$ cat config.mk
export PLATFORM = sky130hd
export DESIGN_NAME = pdc_power_down_ctrl
export DESIGN_NICKNAME = d
export VERILOG_FILES = /design/src/hw/pdc_pkg.sv /design/src/hw/pdc_input_keeper.sv /design/src/hw/pdc_macrocell_bank.sv /design/src/hw/pdc_power_down_ctrl.sv
export VERILOG_INCLUDE_DIRS = /design/src /design/src/hw
export SDC_FILE = /design/constraint.sdc
export NUM_CORES = 1
export LEC_CHECK = 0
export BUFFER_PORTS_ARGS = -buffer_cell sky130_fd_sc_hd__buf_2
export CELL_PAD_IN_SITES_DETAIL_PLACEMENT = 1
export CELL_PAD_IN_SITES_GLOBAL_PLACEMENT = 1
export CORE_MARGIN = 10
export CORE_UTILIZATION = 35
export CTS_CLUSTER_SIZE = 40
export DETAILED_ROUTE_END_ITERATION = 12
export GPL_TIMING_DRIVEN = 1
export PLACE_DENSITY_LB_ADDON = 0.3
export SLEW_MARGIN = 20
export SYNTH_ARGS = -nofsm -noshare
export SYNTH_HDL_FRONTEND = slang
export SYNTH_HIERARCHICAL = 1
export SYNTH_SLANG_ARGS = --single-unit
$ cat constraint.sdc
create_clock -name clk -period 4.7 [get_ports clk]
set_input_delay 1.175 -clock clk [delete_from_list [all_inputs] [get_ports clk]]
set_output_delay 1.175 -clock clk [all_outputs]
set_load 0.05 [all_outputs]
$ cat src/hw/pdc_consts.svh
// constants of the pin-controlled power-down block
// assumes the 25 MHz core clock; included by the package only
`ifndef PDC_CONSTS_SVH
`define PDC_CONSTS_SVH

`define PDC_NUM_MC        32
`define PDC_DOWN_MC       5'h2
`define PDC_CLK_NS        40
`define PDC_T_VALID_NS    7
`define PDC_T_IGNORE_NS   12
`define PDC_T_RESUME_NS   1000
`define PDC_IGNORE_CYC    (((`PDC_T_IGNORE_NS + `PDC_CLK_NS - 1) / `PDC_CLK_NS) > 0 ? ((`PDC_T_IGNORE_NS + `PDC_CLK_NS - 1) / `PDC_CLK_NS) : 1)
`define PDC_RESUME_CYC    ((`PDC_T_RESUME_NS / `PDC_CLK_NS) > 0 ? (`PDC_T_RESUME_NS / `PDC_CLK_NS) : 1)
`define PDC_CNT_W         6
`define PDC_RST_WORD      32'h0000_0000

`endif

$ cat src/hw/pdc_pkg.sv
// types of the pin-controlled power-down block
// assumes pdc_consts.svh on the include path
`include "pdc_consts.svh"

package pdc_pkg;

	typedef logic [`PDC_NUM_MC-1:0] pdc_word_type;

	typedef enum logic [1:0] {
		PDC_ACTIVE,
		PDC_SETTLING,
		PDC_FROZEN,
		PDC_RESUMING
	} pdc_mode_type;

	// product-term side of the macrocells, as the array presents it
	typedef struct packed {
		pdc_word_type d;
		pdc_word_type oe;
		pdc_word_type regEn;
		pdc_word_type comSel;
	} pdc_array_type;

	typedef struct packed {
		pdc_word_type data;
		pdc_word_type oe;
	} pdc_pad_type;

	typedef struct packed {
		pdc_word_type held;
	} pdc_keep_state_type;

	typedef struct packed {
		pdc_word_type q;
		pdc_pad_type  pad;
	} pdc_bank_state_type;

	typedef struct packed {
		pdc_mode_type                mode;
		logic [`PDC_CNT_W-1:0]       cnt;
		logic                        lowPower;
		logic                        running;
		logic                        arrayDownIn;
	} pdc_ctrl_state_type;

endpackage : pdc_pkg

$ cat src/hw/pdc_input_keeper.sv
// input and I/O hold latches in front of the logic array
// assumes pad levels synchronous to clk; block comes from the controller
`timescale 1ns/100ps

module pdc_input_keeper import pdc_pkg::*; (
	input  wire logic         clk,
	input  wire logic         rst,
	input  wire logic         clkEn,
	input  wire logic         block,
	input  wire logic         maskDownPin,
	input  wire pdc_word_type pinIn,
	output pdc_word_type      keptIn
);

	pdc_keep_state_type state_ff;
	pdc_keep_state_type nxt_state;
	pdc_word_type       nxt_held;

	genvar i;
	generate
		for (i = 0; i < `PDC_NUM_MC; i++) begin : g_keep
			// power-down pin never reaches the array while the option owns it
			localparam logic [4:0] IDX = 5'(i);
			always_comb begin
				if (block)
					nxt_held[i] = state_ff.held[i];
				else if (maskDownPin && IDX == `PDC_DOWN_MC)
					nxt_held[i] = 1'b0;
				else
					nxt_held[i] = pinIn[i];
			end
		end
	endgenerate

	always_comb begin
		nxt_state      = state_ff;
		nxt_state.held = nxt_held;
	end

	always_ff @(posedge clk or posedge rst) begin
		if (rst)
			state_ff <= '{held: `PDC_RST_WORD};
		else if (clkEn)
			state_ff <= nxt_state;
	end

	assign keptIn = state_ff.held;

endmodule : pdc_input_keeper

$ cat src/hw/pdc_macrocell_bank.sv
// macrocell registers and output drivers with freeze support
// assumes array terms synchronous to clk; freeze from the controller
`timescale 1ns/100ps

module pdc_macrocell_bank import pdc_pkg::*; (
	input  wire logic          clk,
	input  wire logic          rst,
	input  wire logic          clkEn,
	input  wire logic          freeze,
	input  wire logic          downPinIsInput,
	input  wire pdc_array_type term,
	output pdc_word_type       feedback,
	output pdc_pad_type        pad
);

	pdc_bank_state_type state_ff;
	pdc_bank_state_type nxt_state;
	pdc_word_type       nxtQ;
	pdc_word_type       nxtData;
	pdc_word_type       nxtOe;

	genvar i;
	generate
		for (i = 0; i < `PDC_NUM_MC; i++) begin : g_mc
			localparam logic [4:0] IDX = 5'(i);
			always_comb begin
				if (freeze) begin
					// clocks and enables are ignored, so everything holds
					nxtQ[i]    = state_ff.q[i];
					nxtData[i] = state_ff.pad.data[i];
					nxtOe[i]   = state_ff.pad.oe[i];
				end else begin
					// buried feedback of the power-down macrocell stays usable
					nxtQ[i]    = term.regEn[i] ? term.d[i] : state_ff.q[i];
					nxtData[i] = term.comSel[i] ? term.d[i] : nxtQ[i];
					nxtOe[i]   = term.oe[i] &&
						!(downPinIsInput && IDX == `PDC_DOWN_MC);
				end
			end
		end
	endgenerate

	always_comb begin
		nxt_state          = state_ff;
		nxt_state.q        = nxtQ;
		nxt_state.pad.data = nxtData;
		nxt_state.pad.oe   = nxtOe;
	end

	always_ff @(posedge clk or posedge rst) begin
		if (rst)
			state_ff <= '{q: `PDC_RST_WORD,
				pad: '{data: `PDC_RST_WORD, oe: `PDC_RST_WORD}};
		else if (clkEn)
			state_ff <= nxt_state;
	end

	assign feedback = state_ff.q;
	assign pad      = state_ff.pad;

endmodule : pdc_macrocell_bank

$ cat src/hw/pdc_power_down_ctrl.sv
// top of the pin-controlled power-down block: sequencer, keeper, bank
// assumes all pads sampled synchronously to the 25 MHz clk
//
// Behaviour
// power-down is an option; without it the power-down pin is plain I/O.
// with the option on, a high power-down pin freezes the device while high.
// entering the frozen state captures and holds every register and output.
// an output in high-impedance when power-down starts stays so throughout.
// while frozen every input, clock and enable is ignored but power-down.
// while frozen the input hold latches keep every pin at its last level.
// with the option on, the power-down pin never feeds the logic array.
// the power-down macrocell keeps its buried feedback and foldback terms.
// the driver holds inputs, enables, clocks valid 7 ns before the pin rises.
// inputs stay unchanged until 12 ns after the pin rises, then are ignored.
// after the pin falls, inputs, enables and clocks are taken within 1 us.
// after the pin falls the outputs show normal operation within 1 us.
// leaving the frozen state resumes from the held states with no reinitialisation.
`timescale 1ns/100ps

module pdc_power_down_ctrl import pdc_pkg::*; (
	input  wire logic          clk,
	input  wire logic          rst,
	input  wire logic          clkEn,
	input  wire logic          powerDownEn,
	input  wire logic          powerDownPin,
	input  wire pdc_word_type  pinIn,
	input  wire pdc_array_type term,
	output pdc_word_type       arrayIn,
	output pdc_word_type       feedback,
	output pdc_pad_type        pad,
	output logic               arrayDownIn,
	output logic               lowPower,
	output logic               running
);

	localparam logic [`PDC_CNT_W-1:0] IGNORE_LAST =
		`PDC_CNT_W'(`PDC_IGNORE_CYC - 1);
	localparam logic [`PDC_CNT_W-1:0] RESUME_LAST =
		`PDC_CNT_W'(`PDC_RESUME_CYC - 1);

	pdc_ctrl_state_type state_ff;
	pdc_ctrl_state_type nxt_state;
	logic               frozen;
	logic               downRequest;

	// the pin only means power-down when the option is configured
	assign downRequest = powerDownEn && powerDownPin;
	assign frozen      = (state_ff.mode == PDC_FROZEN);

	always_comb begin
		nxt_state = state_ff;
		unique case (state_ff.mode)
			PDC_ACTIVE: begin
				nxt_state.cnt = '0;
				if (downRequest) begin
					// inputs are still taken while the driver holds them stable
					nxt_state.mode    = PDC_SETTLING;
					nxt_state.running = 1'b0;
				end
			end
			PDC_SETTLING: begin
				if (!downRequest) begin
					nxt_state.mode = PDC_RESUMING;
					nxt_state.cnt  = '0;
				end else if (state_ff.cnt == IGNORE_LAST) begin
					nxt_state.mode     = PDC_FROZEN;
					nxt_state.lowPower = 1'b1;
					nxt_state.cnt      = '0;
				end else begin
					nxt_state.cnt = state_ff.cnt + 1'b1;
				end
			end
			PDC_FROZEN: begin
				if (!downRequest) begin
					// inputs reopen at once; held state carries on
					nxt_state.mode     = PDC_RESUMING;
					nxt_state.lowPower = 1'b0;
					nxt_state.cnt      = '0;
				end
			end
			PDC_RESUMING: begin
				if (downRequest) begin
					nxt_state.mode = PDC_SETTLING;
					nxt_state.cnt  = '0;
				end else if (state_ff.cnt == RESUME_LAST) begin
					// running marks the end of the worst-case recovery
					nxt_state.mode    = PDC_ACTIVE;
					nxt_state.running = 1'b1;
					nxt_state.cnt     = '0;
				end else begin
					nxt_state.cnt = state_ff.cnt + 1'b1;
				end
			end
		endcase
		// option owns the pin: array sees zero, otherwise the pad level
		nxt_state.arrayDownIn = powerDownEn ? 1'b0
			: pinIn[`PDC_DOWN_MC];
		if (frozen)
			nxt_state.arrayDownIn = state_ff.arrayDownIn;
	end

	always_ff @(posedge clk or posedge rst) begin
		if (rst)
			state_ff <= '{mode: PDC_ACTIVE, cnt: '0, lowPower: 1'b0,
				running: 1'b1, arrayDownIn: 1'b0};
		else if (clkEn)
			state_ff <= nxt_state;
	end

	pdc_input_keeper u_keeper (
		.clk         (clk),
		.rst         (rst),
		.clkEn       (clkEn),
		.block       (frozen),
		.maskDownPin (powerDownEn),
		.pinIn       (pinIn),
		.keptIn      (arrayIn)
	);

	pdc_macrocell_bank u_bank (
		.clk            (clk),
		.rst            (rst),
		.clkEn          (clkEn),
		.freeze         (frozen),
		.downPinIsInput (powerDownEn),
		.term           (term),
		.feedback       (feedback),
		.pad            (pad)
	);

	assign arrayDownIn = state_ff.arrayDownIn;
	assign lowPower    = state_ff.lowPower;
	assign running     = state_ff.running;

endmodule : pdc_power_down_ctrl

==> run_results.csv <==
group,metric,value,unit
cts,post_cts_resized,0,
synth,synthCells,556,
cts,clkSlewWorstSetupHoldPaths,0.06,ns
timing,fin_setup_tns,0,ns
drt,wl_per_cell,19.0,µm
cells_and_area,final_cells,1092,
synth,ys_seq_area_share,54.6,%
global_routing,grt_max_degree,97,
setup_path,r2r_start,"state_ff[9]",
setup_path,r2r-end,"u_bank/feedback[31]",
timing,rsz0062_at_grt,"false",
min_path,holdPathEnd,"u_bank/pad[9]",
die,initial_core_util,35.5,%
placed_design,port_buffers,295,
min_path,min-delay-start,"u_bank/pad[9]",
timing,clock_skew,0.00952,ns
outcome,status,"finished, final reports clean",
cts,htreeDepth,4,
die,fp.dieArea,24000,µm²
drt,postRouteAntennaNets,0,
cts,tritoncts,"done",
timing,hold_viol_final,0,
flow_run,cap_violations,0,
cts,ctsHoldBuffers,0,
synth,synth_area,6370,µm²
cts,post-cts-setup-buffers,0,
placed_design,dp_slack,1.81,ns
timing,timing.final.ws_setup,2.24,ns
placed_design,post-dp-hpwl,16100,µm
placed_design,gp_congestion,0.781,
drt,viasPerCell,4.71,
drt,drc,0,
drt,wirelength,20700,µm
min_path,hold_class,"register to register",
cells_and_area,antenna_cells,0,
timing,setup_viol,0,
synth,syn_avg_cell_area,11.5,µm²
cts,clock_latency,0.42,ns
timing,hold-worst-slack,0.467,ns
synth,synth_edf_count,0,
global_routing,grtUsageTotal,16.7,%
global_routing,grt_pass1_wl,32100,µm
setup_path,crit_type,"input port to register",
cts,clockBufferDepth,2,
drt,met3WireLength,2040,µm
die,ioPinCount,296,
timing,fin_crit_sh,52.3,%
drt,met1_length,8820,µm
global_routing,grt_pass1_vias,5694,
power,power_leakage,4.54,nW
drt,route.met2.wl,9690,µm
cells_and_area,layout-drive-gt1-share,46.9,%
synth,synth-async-reset-ratio,100,%
power,p_per_area,784,nW/µm²
setup_path,r2r_setup_slack,2.45,ns
synth,yosys_warnings,6,
timing,fin_crit,2.46,ns
synth,ys_ff_latch,139,
drt,drt_pass1_iterations,4,
setup_path,rr_worst_depth,6,
synth,synth_fp_nets,727,
timing,drv_slew,0,
timing,worst-slew-pin-transition,0.985,ns
global_routing,antenna_found_initial,1,
synth,ys.flop_type,"dfrtp_1",
setup_path,cp_data_arrival_time,2.76,ns
power,total_power,6.72,mW
setup_path,cp_max_fo,43,
cts,cts_inserted_buffers,17,
cells_and_area,final_nets,1021,
setup_path,required,5.00,ns
power,peakVddDrop,399,µV
setup_path,setup.worst_path.start,"clkEn",
die,num_rows,49,
die,core_area,18000,µm²
min_path,hold_depth,2,
setup_path,setup.worst_path.start_class,"input port",
cells_and_area,n_fill_cell,2084,
die,die_width,155,µm
synth,yosysUniqueCellTypes,42,
setup_path,cp-end-kind,"register",
drt,vias,5147,
timing,fmax,0.407,GHz
cts,cts.sinks,139,
global_routing,grt.overflow.total,0,
placed_design,dp_cells,1060,
cts,cts_root_buf,"clkbuf_16",
cells_and_area,area_growth,34.5,%
die,fp.dieH,155,µm
drt,first_iter_violations,192,
drt,top_layer,"met5",
timing,maxSlewHeadroom,34.3,%
## how the worst max path moves through the flow
stage                           to  slack, ns  depth (start not counted)
2_1_floorplan   u_bank/feedback[0]       1.02                          1
3_3_place_gp   u_bank/feedback[31]       1.84                          5
3_5_place_dp   u_keeper/keptIn[26]       1.81                          4
4_1_cts                    running       2.26                          1
5_1_grt         u_bank/feedback[7]       2.14                          5
6_report       u_bank/feedback[31]       2.24                          5
## metal layers
layer | vias up | global-route usage [%]
met3 | 13 | 6.95
li1 | 2452 | -
met5 | - | 0
met4 | 2 | 3.55
met1 | 2466 | 20.1
met2 | 214 | 27.3
## area by class of cell
type	count	area (µm²)	share of cell area [%]
well taps	229	287	3.34
repair buffers	300	1530	17.8
multi-input cells	384	2650	30.9
flip-flops and latches	139	3480	40.6
clock buffers	19	433	5.05
inverters	8	32.5	0.380
clock inverters	13	166	1.94
## power by group
part	switching, mW	internal, mW	total, mW	leakage, nW
logic	2.50	0.888	3.38	2.58
clock network	0.531	0.839	1.37	0.284
registers	0.288	1.68	1.97	1.67
## sequential cells by signal, summed over array words and instances, names as in the netlist
register / count
running: 1
arrayDownIn: 1
u_bank/feedback: 32
lowPower: 1
u_bank/pad: 64
u_keeper/keptIn: 32
state_ff: 8
## cell families after synthesis
logic type      Yosys count  synth area share (%)
simple gates            223                  14.3
buf+inv                  33                  4.02
mux                      98                  19.9
compound gates           57                  5.99
flops                   139                  54.6
fa+ha+maj                 6                  1.18
## Yosys cell counts, types with 4 or more instances
master	number	area (µm²)
buf_2	7	35.0
buf_4	5	37.5
clkbuf_1	4	15.0
dfrtp_1	138	3450
ha_1	6	75.1
inv_1	8	30.0
mux2_2	9	101
mux2_4	55	826
mux2i_1	33	330
nand2_1	165	619
nand3_1	7	35.0
nor2_1	33	124
o21ai_0	29	145
o21ai_1	8	40.0
## per-stage QoR
step           cell area (µm²)  utilization, %
2_1_floorplan             6370               -
3_3_place_gp              7970            44.4
3_5_place_dp              7970            44.4
4_1_cts                   8570            47.7
5_1_grt                   8570            47.7
6_report                  8570            47.7
## critical path, cell delays in order
cell	delay, ns
buf_2	0.22
nor2b_4	0.62
buf_12	0.30
nand2_1	0.11
mux2_4	0.30
## placed cells by master (no fill, tap or decap), types with 4 or more instances in the layout
cell type  Yosys  layout
o21ai_0       29      29
buf_4          5       4
inv_1          8       7
nand3_1        7       7
buf_2          7     295
nor2_1        33      33
ha_1           6       6
o21ai_1        8       8
nand2_1      165     165
clkbuf_16      0      17
mux2i_1       33      33
mux2_4        55      55
mux2_2         9       9
dfrtp_1      138     138
Note: power is estimated with default switching activity, not from simulation.
